### config.mk
export PLATFORM = sky130hd
export DESIGN_NAME = uphf_header_formatter
export DESIGN_NICKNAME = d
export VERILOG_FILES = /design/src/logic/uphf_pkg.sv /design/src/logic/uphf_mem_if.sv /design/src/logic/uphf_header_formatter.sv /design/src/logic/uphf_mac_mem.sv
export SDC_FILE = /design/constraint.sdc
export NUM_CORES = 1
export LEC_CHECK = 0
export BUFFER_PORTS_ARGS = -buffer_cell sky130_fd_sc_hd__buf_2
export CORE_ASPECT_RATIO = 0.5
export CORE_UTILIZATION = 63
export CTS_BUF_LIST = sky130_fd_sc_hd__clkbuf_4 sky130_fd_sc_hd__clkbuf_8
export DETAILED_ROUTE_END_ITERATION = 10
export GPL_ROUTABILITY_DRIVEN = 0
export PLACE_DENSITY = 0.85
export SKIP_LAST_GASP = 1
export SLEW_MARGIN = 20
export SYNTH_ARGS = -nofsm -noshare
export SYNTH_HDL_FRONTEND = slang
export SYNTH_SLANG_ARGS = --single-unit
### constraint.sdc
create_clock -name ref_clk_i -period 13.2 [get_ports ref_clk_i]
set_input_delay 1.32 -clock ref_clk_i [delete_from_list [all_inputs] [get_ports ref_clk_i]]
set_output_delay 1.32 -clock ref_clk_i [all_outputs]
set_load 0.005 [all_outputs]
### src/logic/uphf_pkg.sv
// constants, types and helpers shared by the header formatter
`default_nettype none
package uphf_pkg;
	// ------------------------------------------------------------------
	// timing
	// ------------------------------------------------------------------
	localparam int CLK_PERIOD_NS = 5;
	// ------------------------------------------------------------------
	// frame segments, in bits; MAC header length in octets
	// ------------------------------------------------------------------
	localparam logic [6:0] HDR_BITS = 7'h28;
	localparam logic [6:0] TAIL1_BITS = 7'h06;
	localparam logic [6:0] MAC_BITS = 7'h50;
	localparam logic [6:0] HCS_BITS = 7'h10;
	localparam logic [6:0] TAIL2_BITS = 7'h06;
	localparam logic [6:0] PAR_BITS = 7'h30;
	localparam logic [6:0] TAIL3_BITS = 7'h04;
	localparam logic [7:0] FRAME_BITS = 8'hC8;
	localparam logic [2:0] OCTET_LAST = 3'h7;
	localparam logic [3:0] MAC_OCTETS = 4'hA;
	// ------------------------------------------------------------------
	// header field layout
	// ------------------------------------------------------------------
	localparam int RATE_LO = 3;
	localparam int LEN_LO = 8;
	localparam int SEED_LO = 22;
	localparam int BM_POS = 26;
	localparam int PT_POS = 27;
	localparam int TFC_LO = 28;
	localparam int BG_POS = 32;
	localparam logic [31:0] FIELD_MASK = 32'hFCCFFFF8;
	localparam logic [4:0] RATE_LAST = 5'h07;
	localparam logic [3:0] TFC_FIRST = 4'h1;
	localparam logic [3:0] TFC_LAST = 4'hA;
	// ------------------------------------------------------------------
	// check sequence and outer code
	// ------------------------------------------------------------------
	localparam logic [15:0] CRC_POLY = 16'h1021;
	localparam logic [15:0] CRC_INIT = 16'hFFFF;
	localparam logic [7:0] GF_POLY = 8'h1D;
	localparam logic [5:0][7:0] RS_GEN =
		{8'h7E, 8'h04, 8'h9E, 8'h3A, 8'h31, 8'h75};
	// ------------------------------------------------------------------
	// register map, byte addresses
	// ------------------------------------------------------------------
	localparam logic [11:0] ADDR_CTRL = 12'h000;
	localparam logic [11:0] ADDR_CFG = 12'h004;
	localparam logic [11:0] ADDR_BAND = 12'h008;
	localparam logic [11:0] ADDR_STAT = 12'h00C;
	localparam logic [11:0] ADDR_RXHDR = 12'h010;
	localparam logic [11:0] ADDR_RXFLD = 12'h014;
	localparam logic [11:0] ADDR_MAC_BASE = 12'h020;
	localparam logic [11:0] ADDR_MAC_LAST = 12'h044;
	localparam int CTRL_START = 0;
	typedef enum logic [3:0] {
		ST_IDLE = 4'h0, ST_PHY = 4'h1, ST_TAIL1 = 4'h2, ST_MAC = 4'h3,
		ST_HCS = 4'h4, ST_TAIL2 = 4'h5, ST_PAR = 4'h6, ST_TAIL3 = 4'h7,
		ST_GAP = 4'h8
	} uphf_state_t;
	function automatic logic [7:0] uphf_gf_mul(input logic [7:0] a,
		input logic [7:0] b);
		logic [7:0] acc;
		logic [7:0] x;
		acc = 8'h00;
		x = a;
		for (int i = 0; i < 8; i++)
		begin
			if (b[i])
				acc = acc ^ x;
			x = x[7] ? ({x[6:0], 1'b0} ^ GF_POLY) : {x[6:0], 1'b0};
		end
		return acc;
	endfunction
endpackage
`default_nettype wire

### src/logic/uphf_mem_if.sv
// carrier between the formatter and its MAC header store
`timescale 1ns/100ps
`default_nettype none
interface uphf_mem_if #(parameter int AW = 4);
	logic wr_en;
	logic [AW-1:0] wr_addr;
	logic [7:0] wr_data;
	logic [AW-1:0] rd_addr;
	logic [7:0] rd_data;
	modport ctrl (output wr_en, output wr_addr, output wr_data,
		output rd_addr, input rd_data);
	modport mem (input wr_en, input wr_addr, input wr_data,
		input rd_addr, output rd_data);
endinterface
`default_nettype wire

### src/logic/uphf_header_formatter.sv
// header formatter: field packing, check, scrambling, outer code, tails
//
// Local design decisions: the APB register port and the register offsets.
`timescale 1ns/100ps
`default_nettype none
module uphf_header_formatter #(
	parameter int MIFS_NS = 1000,
	parameter int GAP_CYCLES = (MIFS_NS + uphf_pkg::CLK_PERIOD_NS - 1) /
		uphf_pkg::CLK_PERIOD_NS,
	parameter logic [3:0][14:0] SEED_VALUES =
		{15'h0008, 15'h0004, 15'h0002, 15'h0001}
) (
	// clock and reset
	input wire logic ref_clk_i,
	input wire logic resetn_i,
	// apb slave
	input wire logic psel_i,
	input wire logic penable_i,
	input wire logic pwrite_i,
	input wire logic [11:0] paddr_i,
	input wire logic [31:0] pwdata_i,
	output logic [31:0] prdata_o,
	output logic pready_o,
	output logic pslverr_o,
	// bit stream to the convolutional encoder
	input wire logic hdr_ready_i,
	output logic hdr_bit_o,
	output logic hdr_valid_o,
	output logic hdr_r13_qpsk_o
);
	import uphf_pkg::*;

	logic rst_meta_r, rst_n_r;
	logic pready_r, pslverr_r;
	logic [31:0] prdata_r, cfg_r, rx_hdr_r, rd_val;
	logic band_r, refused_r;
	uphf_state_t state_r, state_nxt;
	logic [6:0] cnt_r, seg_len;
	logic [15:0] gap_cnt_r, crc_r;
	logic [39:0] phy_hdr_r;
	logic [14:0] prbs_r;
	logic [7:0] mac_sh_r, byte_sh_r, frame_cnt_r, rs_in, rs_fb;
	logic [3:0] mac_idx_r;
	logic [7:0] rs_r [0:5];
	logic [47:0] par_sh_r;
	logic bit_r, valid_r, r13_r;
	logic apb_setup, apb_wr, mac_hit, mapped;
	logic start_req, cfg_ok, start_ok;
	logic streaming, step, seg_last;
	logic bit_nxt, raw_bit, prbs_x, rs_feed, valid_nxt;

	uphf_mem_if #(.AW(4)) mac_port ();

	// ------------------------------------------------------------------
	// reset release
	// ------------------------------------------------------------------
	always_ff @(posedge ref_clk_i or negedge resetn_i)
	begin
		if (!resetn_i)
		begin
			rst_meta_r <= 1'b0;
			rst_n_r <= 1'b0;
		end
		else
		begin
			rst_meta_r <= 1'b1;
			rst_n_r <= rst_meta_r;
		end
	end

	// ------------------------------------------------------------------
	// apb slave, one wait state so that read data leave a flip-flop
	// ------------------------------------------------------------------
	assign apb_setup = psel_i & penable_i & ~pready_r;
	assign apb_wr = psel_i & penable_i & pready_r & pwrite_i;
	assign mac_hit = (paddr_i[1:0] == 2'h0) && (paddr_i >= ADDR_MAC_BASE) &&
		(paddr_i <= ADDR_MAC_LAST);
	assign mapped = mac_hit || paddr_i == ADDR_CTRL || paddr_i == ADDR_CFG ||
		paddr_i == ADDR_BAND || paddr_i == ADDR_STAT ||
		paddr_i == ADDR_RXHDR || paddr_i == ADDR_RXFLD;

	always_comb
	begin
		rd_val = 32'h0000_0000;
		case (paddr_i)
			ADDR_CFG: rd_val = cfg_r;
			ADDR_BAND: rd_val = {31'h0000_0000, band_r};
			ADDR_STAT: rd_val = {25'h000_0000,
				rx_hdr_r[TFC_LO+:4] < TFC_FIRST ||
				rx_hdr_r[TFC_LO+:4] > TFC_LAST,
				rx_hdr_r[RATE_LO+:5] > RATE_LAST,
				cfg_r[TFC_LO+:4] < TFC_FIRST || cfg_r[TFC_LO+:4] > TFC_LAST,
				cfg_r[RATE_LO+:5] > RATE_LAST,
				refused_r, state_r == ST_GAP, state_r != ST_IDLE};
			ADDR_RXHDR: rd_val = rx_hdr_r;
			// unassigned bits of a received header are masked here; ADDR_RXHDR still returns them
			ADDR_RXFLD: rd_val = rx_hdr_r & FIELD_MASK;
			default: rd_val = 32'h0000_0000;
		endcase
	end

	always_ff @(posedge ref_clk_i or negedge rst_n_r)
	begin
		if (!rst_n_r)
		begin
			pready_r <= 1'b0;
			prdata_r <= 32'h0000_0000;
			pslverr_r <= 1'b0;
		end
		else
		begin
			pready_r <= apb_setup;
			pslverr_r <= apb_setup & ~mapped;
			if (apb_setup & ~pwrite_i)
				prdata_r <= rd_val;
		end
	end

	always_ff @(posedge ref_clk_i or negedge rst_n_r)
	begin
		if (!rst_n_r)
		begin
			cfg_r <= 32'h0000_0000;
			band_r <= 1'b0;
			rx_hdr_r <= 32'h0000_0000;
		end
		else if (apb_wr)
		begin
			if (paddr_i == ADDR_CFG)
				cfg_r <= pwdata_i;
			if (paddr_i == ADDR_BAND)
				band_r <= pwdata_i[0];
			if (paddr_i == ADDR_RXHDR)
				rx_hdr_r <= pwdata_i;
		end
	end

	assign mac_port.wr_en = apb_wr & mac_hit;
	assign mac_port.wr_addr = 4'((paddr_i - ADDR_MAC_BASE) >> 2);
	assign mac_port.wr_data = pwdata_i[7:0];
	assign mac_port.rd_addr = mac_idx_r;

	uphf_mac_mem #(.DEPTH(10)) u_mac_mem (
		.clk_i(ref_clk_i),
		.rst_n_i(rst_n_r),
		.port(mac_port.mem)
	);

	// ------------------------------------------------------------------
	// start control
	// ------------------------------------------------------------------
	assign start_req = apb_wr && paddr_i == ADDR_CTRL && pwdata_i[CTRL_START];
	assign cfg_ok = cfg_r[RATE_LO+:5] <= RATE_LAST &&
		cfg_r[TFC_LO+:4] >= TFC_FIRST &&
		cfg_r[TFC_LO+:4] <= TFC_LAST;
	assign start_ok = start_req && state_r == ST_IDLE && cfg_ok;

	always_ff @(posedge ref_clk_i or negedge rst_n_r)
	begin
		if (!rst_n_r)
			refused_r <= 1'b0;
		else if (start_req && !start_ok)
			refused_r <= 1'b1;
		else if (start_ok)
			refused_r <= 1'b0;
	end

	// mac-given fields are copied as they are, unassigned bits forced low
	always_ff @(posedge ref_clk_i or negedge rst_n_r)
	begin
		if (!rst_n_r)
			phy_hdr_r <= 40'h00_0000_0000;
		else if (start_ok)
			phy_hdr_r <= {7'h00, band_r,
				cfg_r & FIELD_MASK};
	end

	// ------------------------------------------------------------------
	// sequencing
	// ------------------------------------------------------------------
	assign streaming = state_r != ST_IDLE && state_r != ST_GAP;
	assign step = streaming & (~valid_r | hdr_ready_i);
	assign seg_last = step && cnt_r == seg_len - 7'h01;

	always_comb
	begin
		state_nxt = state_r;
		seg_len = HDR_BITS;
		case (state_r)
			ST_IDLE: if (start_ok) state_nxt = ST_PHY;
			ST_PHY: begin seg_len = HDR_BITS;
				if (seg_last) state_nxt = ST_TAIL1; end
			ST_TAIL1: begin seg_len = TAIL1_BITS;
				if (seg_last) state_nxt = ST_MAC; end
			ST_MAC: begin seg_len = MAC_BITS;
				if (seg_last) state_nxt = ST_HCS; end
			ST_HCS: begin seg_len = HCS_BITS;
				if (seg_last) state_nxt = ST_TAIL2; end
			ST_TAIL2: begin seg_len = TAIL2_BITS;
				if (seg_last) state_nxt = ST_PAR; end
			ST_PAR: begin seg_len = PAR_BITS;
				if (seg_last) state_nxt = ST_TAIL3; end
			ST_TAIL3: begin seg_len = TAIL3_BITS;
				// a zero flag means the next packet belongs to the burst
				if (seg_last) state_nxt = phy_hdr_r[BM_POS] ?
					ST_IDLE : ST_GAP; end
			ST_GAP: if (gap_cnt_r == 16'h0000) state_nxt = ST_IDLE;
			default: state_nxt = ST_IDLE;
		endcase
	end

	always_ff @(posedge ref_clk_i or negedge rst_n_r)
	begin
		if (!rst_n_r)
		begin
			state_r <= ST_IDLE;
			cnt_r <= 7'h00;
		end
		else
		begin
			state_r <= state_nxt;
			if (start_ok || seg_last)
				cnt_r <= 7'h00;
			else if (step)
				cnt_r <= cnt_r + 7'h01;
		end
	end

	// starts are refused until the gap has run out
	always_ff @(posedge ref_clk_i or negedge rst_n_r)
	begin
		if (!rst_n_r)
			gap_cnt_r <= 16'h0000;
		else if (state_r == ST_TAIL3 && state_nxt == ST_GAP)
			gap_cnt_r <= 16'(GAP_CYCLES - 1);
		else if (state_r == ST_GAP && gap_cnt_r != 16'h0000)
			gap_cnt_r <= gap_cnt_r - 16'h0001;
	end

	// ------------------------------------------------------------------
	// bit selection
	// ------------------------------------------------------------------
	assign prbs_x = prbs_r[13] ^ prbs_r[14];
	assign raw_bit = state_r == ST_PHY ? phy_hdr_r[cnt_r[5:0]] : mac_sh_r[0];

	always_comb
	begin
		case (state_r)
			ST_PHY: bit_nxt = phy_hdr_r[cnt_r[5:0]];
			ST_MAC: bit_nxt = mac_sh_r[0] ^ prbs_x;
			ST_HCS: bit_nxt = ~crc_r[15] ^ prbs_x;
			ST_PAR: bit_nxt = par_sh_r[0];
			default: bit_nxt = 1'b0;
		endcase
	end

	// check register sees the unscrambled bits in sending order
	always_ff @(posedge ref_clk_i or negedge rst_n_r)
	begin
		if (!rst_n_r)
			crc_r <= CRC_INIT;
		else if (start_ok)
			crc_r <= CRC_INIT;
		else if (step && (state_r == ST_PHY || state_r == ST_MAC))
			crc_r <= {crc_r[14:0], 1'b0} ^
				((raw_bit ^ crc_r[15]) ? CRC_POLY : 16'h0000);
		else if (step && state_r == ST_HCS)
			crc_r <= {crc_r[14:0], 1'b0};
	end

	always_ff @(posedge ref_clk_i or negedge rst_n_r)
	begin
		if (!rst_n_r)
			prbs_r <= 15'h0000;
		else if (start_ok)
			prbs_r <= SEED_VALUES[cfg_r[SEED_LO+:2]];
		else if (step && (state_r == ST_MAC || state_r == ST_HCS))
			prbs_r <= {prbs_r[13:0], prbs_x};
	end

	// the store answers one cycle late, so the next octet is always
	// addressed a whole octet ahead of its use
	always_ff @(posedge ref_clk_i or negedge rst_n_r)
	begin
		if (!rst_n_r)
		begin
			mac_sh_r <= 8'h00;
			mac_idx_r <= 4'h0;
		end
		else if (start_ok)
			mac_idx_r <= 4'h0;
		else if ((state_r == ST_TAIL1 && seg_last) ||
			(step && state_r == ST_MAC && cnt_r[2:0] == OCTET_LAST &&
			!seg_last))
		begin
			mac_sh_r <= mac_port.rd_data;
			if (mac_idx_r != MAC_OCTETS - 4'h1)
				mac_idx_r <= mac_idx_r + 4'h1;
		end
		else if (step && state_r == ST_MAC)
			mac_sh_r <= {1'b0, mac_sh_r[7:1]};
	end

	// ------------------------------------------------------------------
	// outer code: octets gathered LSB first as they are sent
	// ------------------------------------------------------------------
	assign rs_feed = step && cnt_r[2:0] == OCTET_LAST &&
		(state_r == ST_PHY || state_r == ST_MAC || state_r == ST_HCS);
	assign rs_in = {bit_nxt, byte_sh_r[7:1]};
	assign rs_fb = rs_in ^ rs_r[5];

	always_ff @(posedge ref_clk_i or negedge rst_n_r)
	begin
		if (!rst_n_r)
			byte_sh_r <= 8'h00;
		else if (step)
			byte_sh_r <= rs_in;
	end

	for (genvar i = 0; i < 6; i++)
	begin : g_rs
		always_ff @(posedge ref_clk_i or negedge rst_n_r)
		begin
			if (!rst_n_r)
				rs_r[i] <= 8'h00;
			else if (start_ok)
				rs_r[i] <= 8'h00;
			else if (rs_feed)
				rs_r[i] <= (i == 0 ? 8'h00 : rs_r[i == 0 ? 0 : i-1]) ^
					uphf_gf_mul(rs_fb, RS_GEN[i]);
		end
	end

	// highest parity octet goes first, hence it sits in the low byte
	always_ff @(posedge ref_clk_i or negedge rst_n_r)
	begin
		if (!rst_n_r)
			par_sh_r <= 48'h0000_0000_0000;
		else if (step && state_r == ST_TAIL2 && cnt_r == 7'h00)
			par_sh_r <= {rs_r[0], rs_r[1], rs_r[2], rs_r[3], rs_r[4],
				rs_r[5]};
		else if (step && state_r == ST_PAR)
			par_sh_r <= {1'b0, par_sh_r[47:1]};
	end

	// ------------------------------------------------------------------
	// output stage
	// ------------------------------------------------------------------
	assign valid_nxt = step | (valid_r & ~hdr_ready_i);

	always_ff @(posedge ref_clk_i or negedge rst_n_r)
	begin
		if (!rst_n_r)
		begin
			bit_r <= 1'b0;
			valid_r <= 1'b0;
			r13_r <= 1'b0;
			frame_cnt_r <= 8'h00;
		end
		else
		begin
			valid_r <= valid_nxt;
			// coding mode is fixed for the header whatever the rate code
			r13_r <= (state_nxt != ST_IDLE && state_nxt != ST_GAP) |
				valid_nxt;
			if (step)
				bit_r <= bit_nxt;
			if (start_ok)
				frame_cnt_r <= 8'h00;
			else if (step)
				frame_cnt_r <= frame_cnt_r + 8'h01;
		end
	end

	assign prdata_o = prdata_r;
	assign pready_o = pready_r;
	assign pslverr_o = pslverr_r;
	assign hdr_bit_o = bit_r;
	assign hdr_valid_o = valid_r;
	assign hdr_r13_qpsk_o = r13_r;
endmodule
`default_nettype wire

### src/logic/uphf_mac_mem.sv
// octet store for the MAC header, registered read
`timescale 1ns/100ps
`default_nettype none
module uphf_mac_mem #(
	parameter int DEPTH = 10
) (
	// clock and reset
	input wire logic clk_i,
	input wire logic rst_n_i,
	// access
	uphf_mem_if.mem port
);
	logic [7:0] store [0:DEPTH-1];
	always_ff @(posedge clk_i)
	begin
		if (port.wr_en)
			store[port.wr_addr] <= port.wr_data;
	end
	always_ff @(posedge clk_i or negedge rst_n_i)
	begin
		if (!rst_n_i)
			port.rd_data <= 8'h00;
		else
			port.rd_data <= store[port.rd_addr];
	end
endmodule
`default_nettype wire

==> qor.txt <==
Vias in the first global route: 12930
Slew headroom: 0.2716
Hold Path Class: register to register
CP Cell Sequence: buf_2 -> or4_1 -> nor4b_4 -> and3b_1 -> and2_1 -> buf_4 -> mux2_1
Post-Synth Adder-Cell Area: 0.004816
Post-DR wirelength/cell: 19.58 um
Largest net degree at the start of global routing: 97
Synthesized cell area: 18190 um^2
Setup-failing EPs final: 0
Initial DRT Pass Iterations: 5
Vias/cell: 6.084
Max-slew violation count: 0
Largest family of logic cells by synthesized area: simple AND/OR/NAND/NOR gates
Power per standard cell area: 221.2 nW/um^2
Mapped Nets: 1635
Cts hold-fix bufs: 0
Compound-Gate Fraction of Synth Area: 0.08985
Core box area: 28030 um^2
WP buf/inv: 2
Starting DRT DRC Count: 1241
XOR/XNOR Fraction of Synth Area: 0.07671
#FFs+latches synth: 391
CP required: 13.69 ns
Final hold viol count: 0
Starting Density: 0.6488
Top cell type's share of synthesized area: 0.4059
Routed vias: 12530
Synth warn: 0
Crit start category: input pin
Cells after Synth: 1578
CP peak stage delay: 0.96 ns
Share of layout cells above drive strength 1: 0.1747
Final period utilization: 0.3234
Worst ir drop on vdd: 0.1795 mV
Synth Area in Simple Gates: 0.1255
Primary FF master, synth: dfrtp_1
Mapped Avg Cell Area: 11.52 um^2
Total global-route track usage: 0.2803
Post-synth EDFFs: 80
Fin cells: 2059
# rows: 43
Mux cell area share after synthesis: 0.1134
RSZ-0062 raised after global routing: no
Sequential share of the synthesized area: 0.5611
Max-cap violations: 0
Io pins: 87
Die ar.: 29590 um^2
Crit Path Category: input pin to register
Clk Latency, worst-skew pair: 0.62 ns
Main area contributors after synthesis: dfrtp_1 41%, edfxtp_1 13%, xnor2_1 4.1%, nand2_1 4.1%, mux2_1 3.8%
Cell with the most instances after synthesis: dfrtp_1
Max Clock Skew: 0.02756 ns
DR DRC count: 0
Critical-path top delay cell: and3b_1
Port bufs: 86
Post-CTS Repair Setup Buffers: 0
Chip height: 122.1 um
Post-CTS sizing: 0
Clock sinks: 391
Total congestion overflow: 0
Max Fclk: 234.2 MHz
Outcome: finished, final reports clean
Die Width: 242.3 um
Clock-pin transition on the worst setup and hold timing paths: 0.07 ns
Htree depth: 2
TritonCTS clock tree: done
Detailed-route wire length: 40.31 mm
Yosys top cell by area: dfrtp_1
Share of flip-flops with an asynchronous set or reset: 0.7954
Total Neg Setup Slack: 0 ns
CP Max Fanout: 26
Nets@finish: 1691
Critical path endpoint category: register
First-pass GRT wire length: 65.89 mm
Yosys cell types: 80
Inst Count DP: 1962
CTS Buf Count: 52
Area Growth Syn to Fin: 10.07%
DRT antenna net count: 0
Top cells by count, synth: 295 x dfrtp_1, 198 x nand2_1, 116 x nor2_1, 90 x a21oi_1, 86 x xnor2_1
Max Root-Sink Buffers: 3
Fin crit period: 4.269 ns
Initial antenna violation count: 0
Clock Tree Root: clkbuf_8
Slew @ Worst Pin: 1.093 ns
Leak Pwr: 8.660 nW
Crit path arrival time: 4.76 ns
# diodes: 0
Family with the most delay on the worst path: simple AND/OR/NAND/NOR gates
HPWL Detailed: 25.92 mm
## cell type report
class / instances / area (um^2)
timing repair buffer: 99 / 528.0
sequential: 391 / 10210
tap: 382 / 478.0
inverter: 20 / 75.07
fill: 1795 / 8013
clock buffer: 77 / 991.0
multi-input combinational: 1070 / 7501
clock inverter: 20 / 236.5
## flip-flops by register name (all words and copies together) (netlist names), 4 cells and up
signal	count
prdata_o	32
rx_hdr_r	32
mac_sh_r	8
prbs_r	15
state_r	4
par_sh_r	48
byte_sh_r	6
gap_cnt_r	16
u_mac_mem.port.rd_data	8
rs_r	48
crc_r	16
phy_hdr_r	26
cfg_r	32
mac_idx_r	4
cnt_r	7
u_mac_mem.store	80
## routing by layer
layer  wire length, um  vias up  global-route usage
li1                  -     5650                   -
met1             17190     6279              0.3778
met2             19570      499              0.4670
met3              2617       99             0.05155
met4               927        0             0.09098
met5                 0        -                   0
## worst paths after layout
| check | from | end | slack [ns] | cells after the start |
|---|---|---|---|---|
| min | rst_meta_r | rst_n_r | 0.36 | 0 |
| min in group asynchronous | rst_n_r | rx_hdr_r[11] | 0.48 | 0 |
| min reg2reg | rst_meta_r | rst_n_r | 0.36 | 0 |
| max reg2reg | state_r[1] | mac_sh_r[0] | 9.51 | 10 |
| max | paddr_i[7] | cfg_r[23] | 8.93 | 7 |
| max in group asynchronous | rst_n_r | rs_r[44] | 10.22 | 2 |
## layout by cell type (no fill, tap or decap), types with 61 or more instances in the layout
cell type and count:
dfrtp_1 294, nand2_1 197, nor2_1 115, a21oi_1 89, xnor2_1 86, buf_2 86
edfxtp_1 80, clkbuf_8 66, mux2i_1 65, mux2_1 61
## where the power goes
group	internal (mW)	total, mW	switching, mW	leakage (nW)
registers	1.38	1.57	0.188	4.78
clock network	0.584	1.05	0.464	0.651
logic	0.856	1.81	0.955	3.23
## stage by stage
step                      area (um^2)  total power [mW]  utilization  hold WS [ns]  worst slack, ns
after floorplan                 18190             3.048            -        0.3312            3.919
after global placement          18770             3.304       0.6695        0.3439            8.531
after detailed placement        18770             3.371       0.6695        0.3365            8.402
after CTS                       19990             4.428       0.7133        0.3638            8.993
after global routing            20020             4.662       0.7141        0.3651            8.793
final                           20020             4.428       0.7141        0.3648            8.931
## cell families after synthesis
kind of cell / after synthesis
xor gates and xnor gates: 134
other: 1
DFF: 391
adders and majority gates: 7
and+or+nand+nor: 484
AOI/OAI and AO/OA: 274
buffers and inverters: 117
muxes: 170
Power figures use the tool's default switching activity.
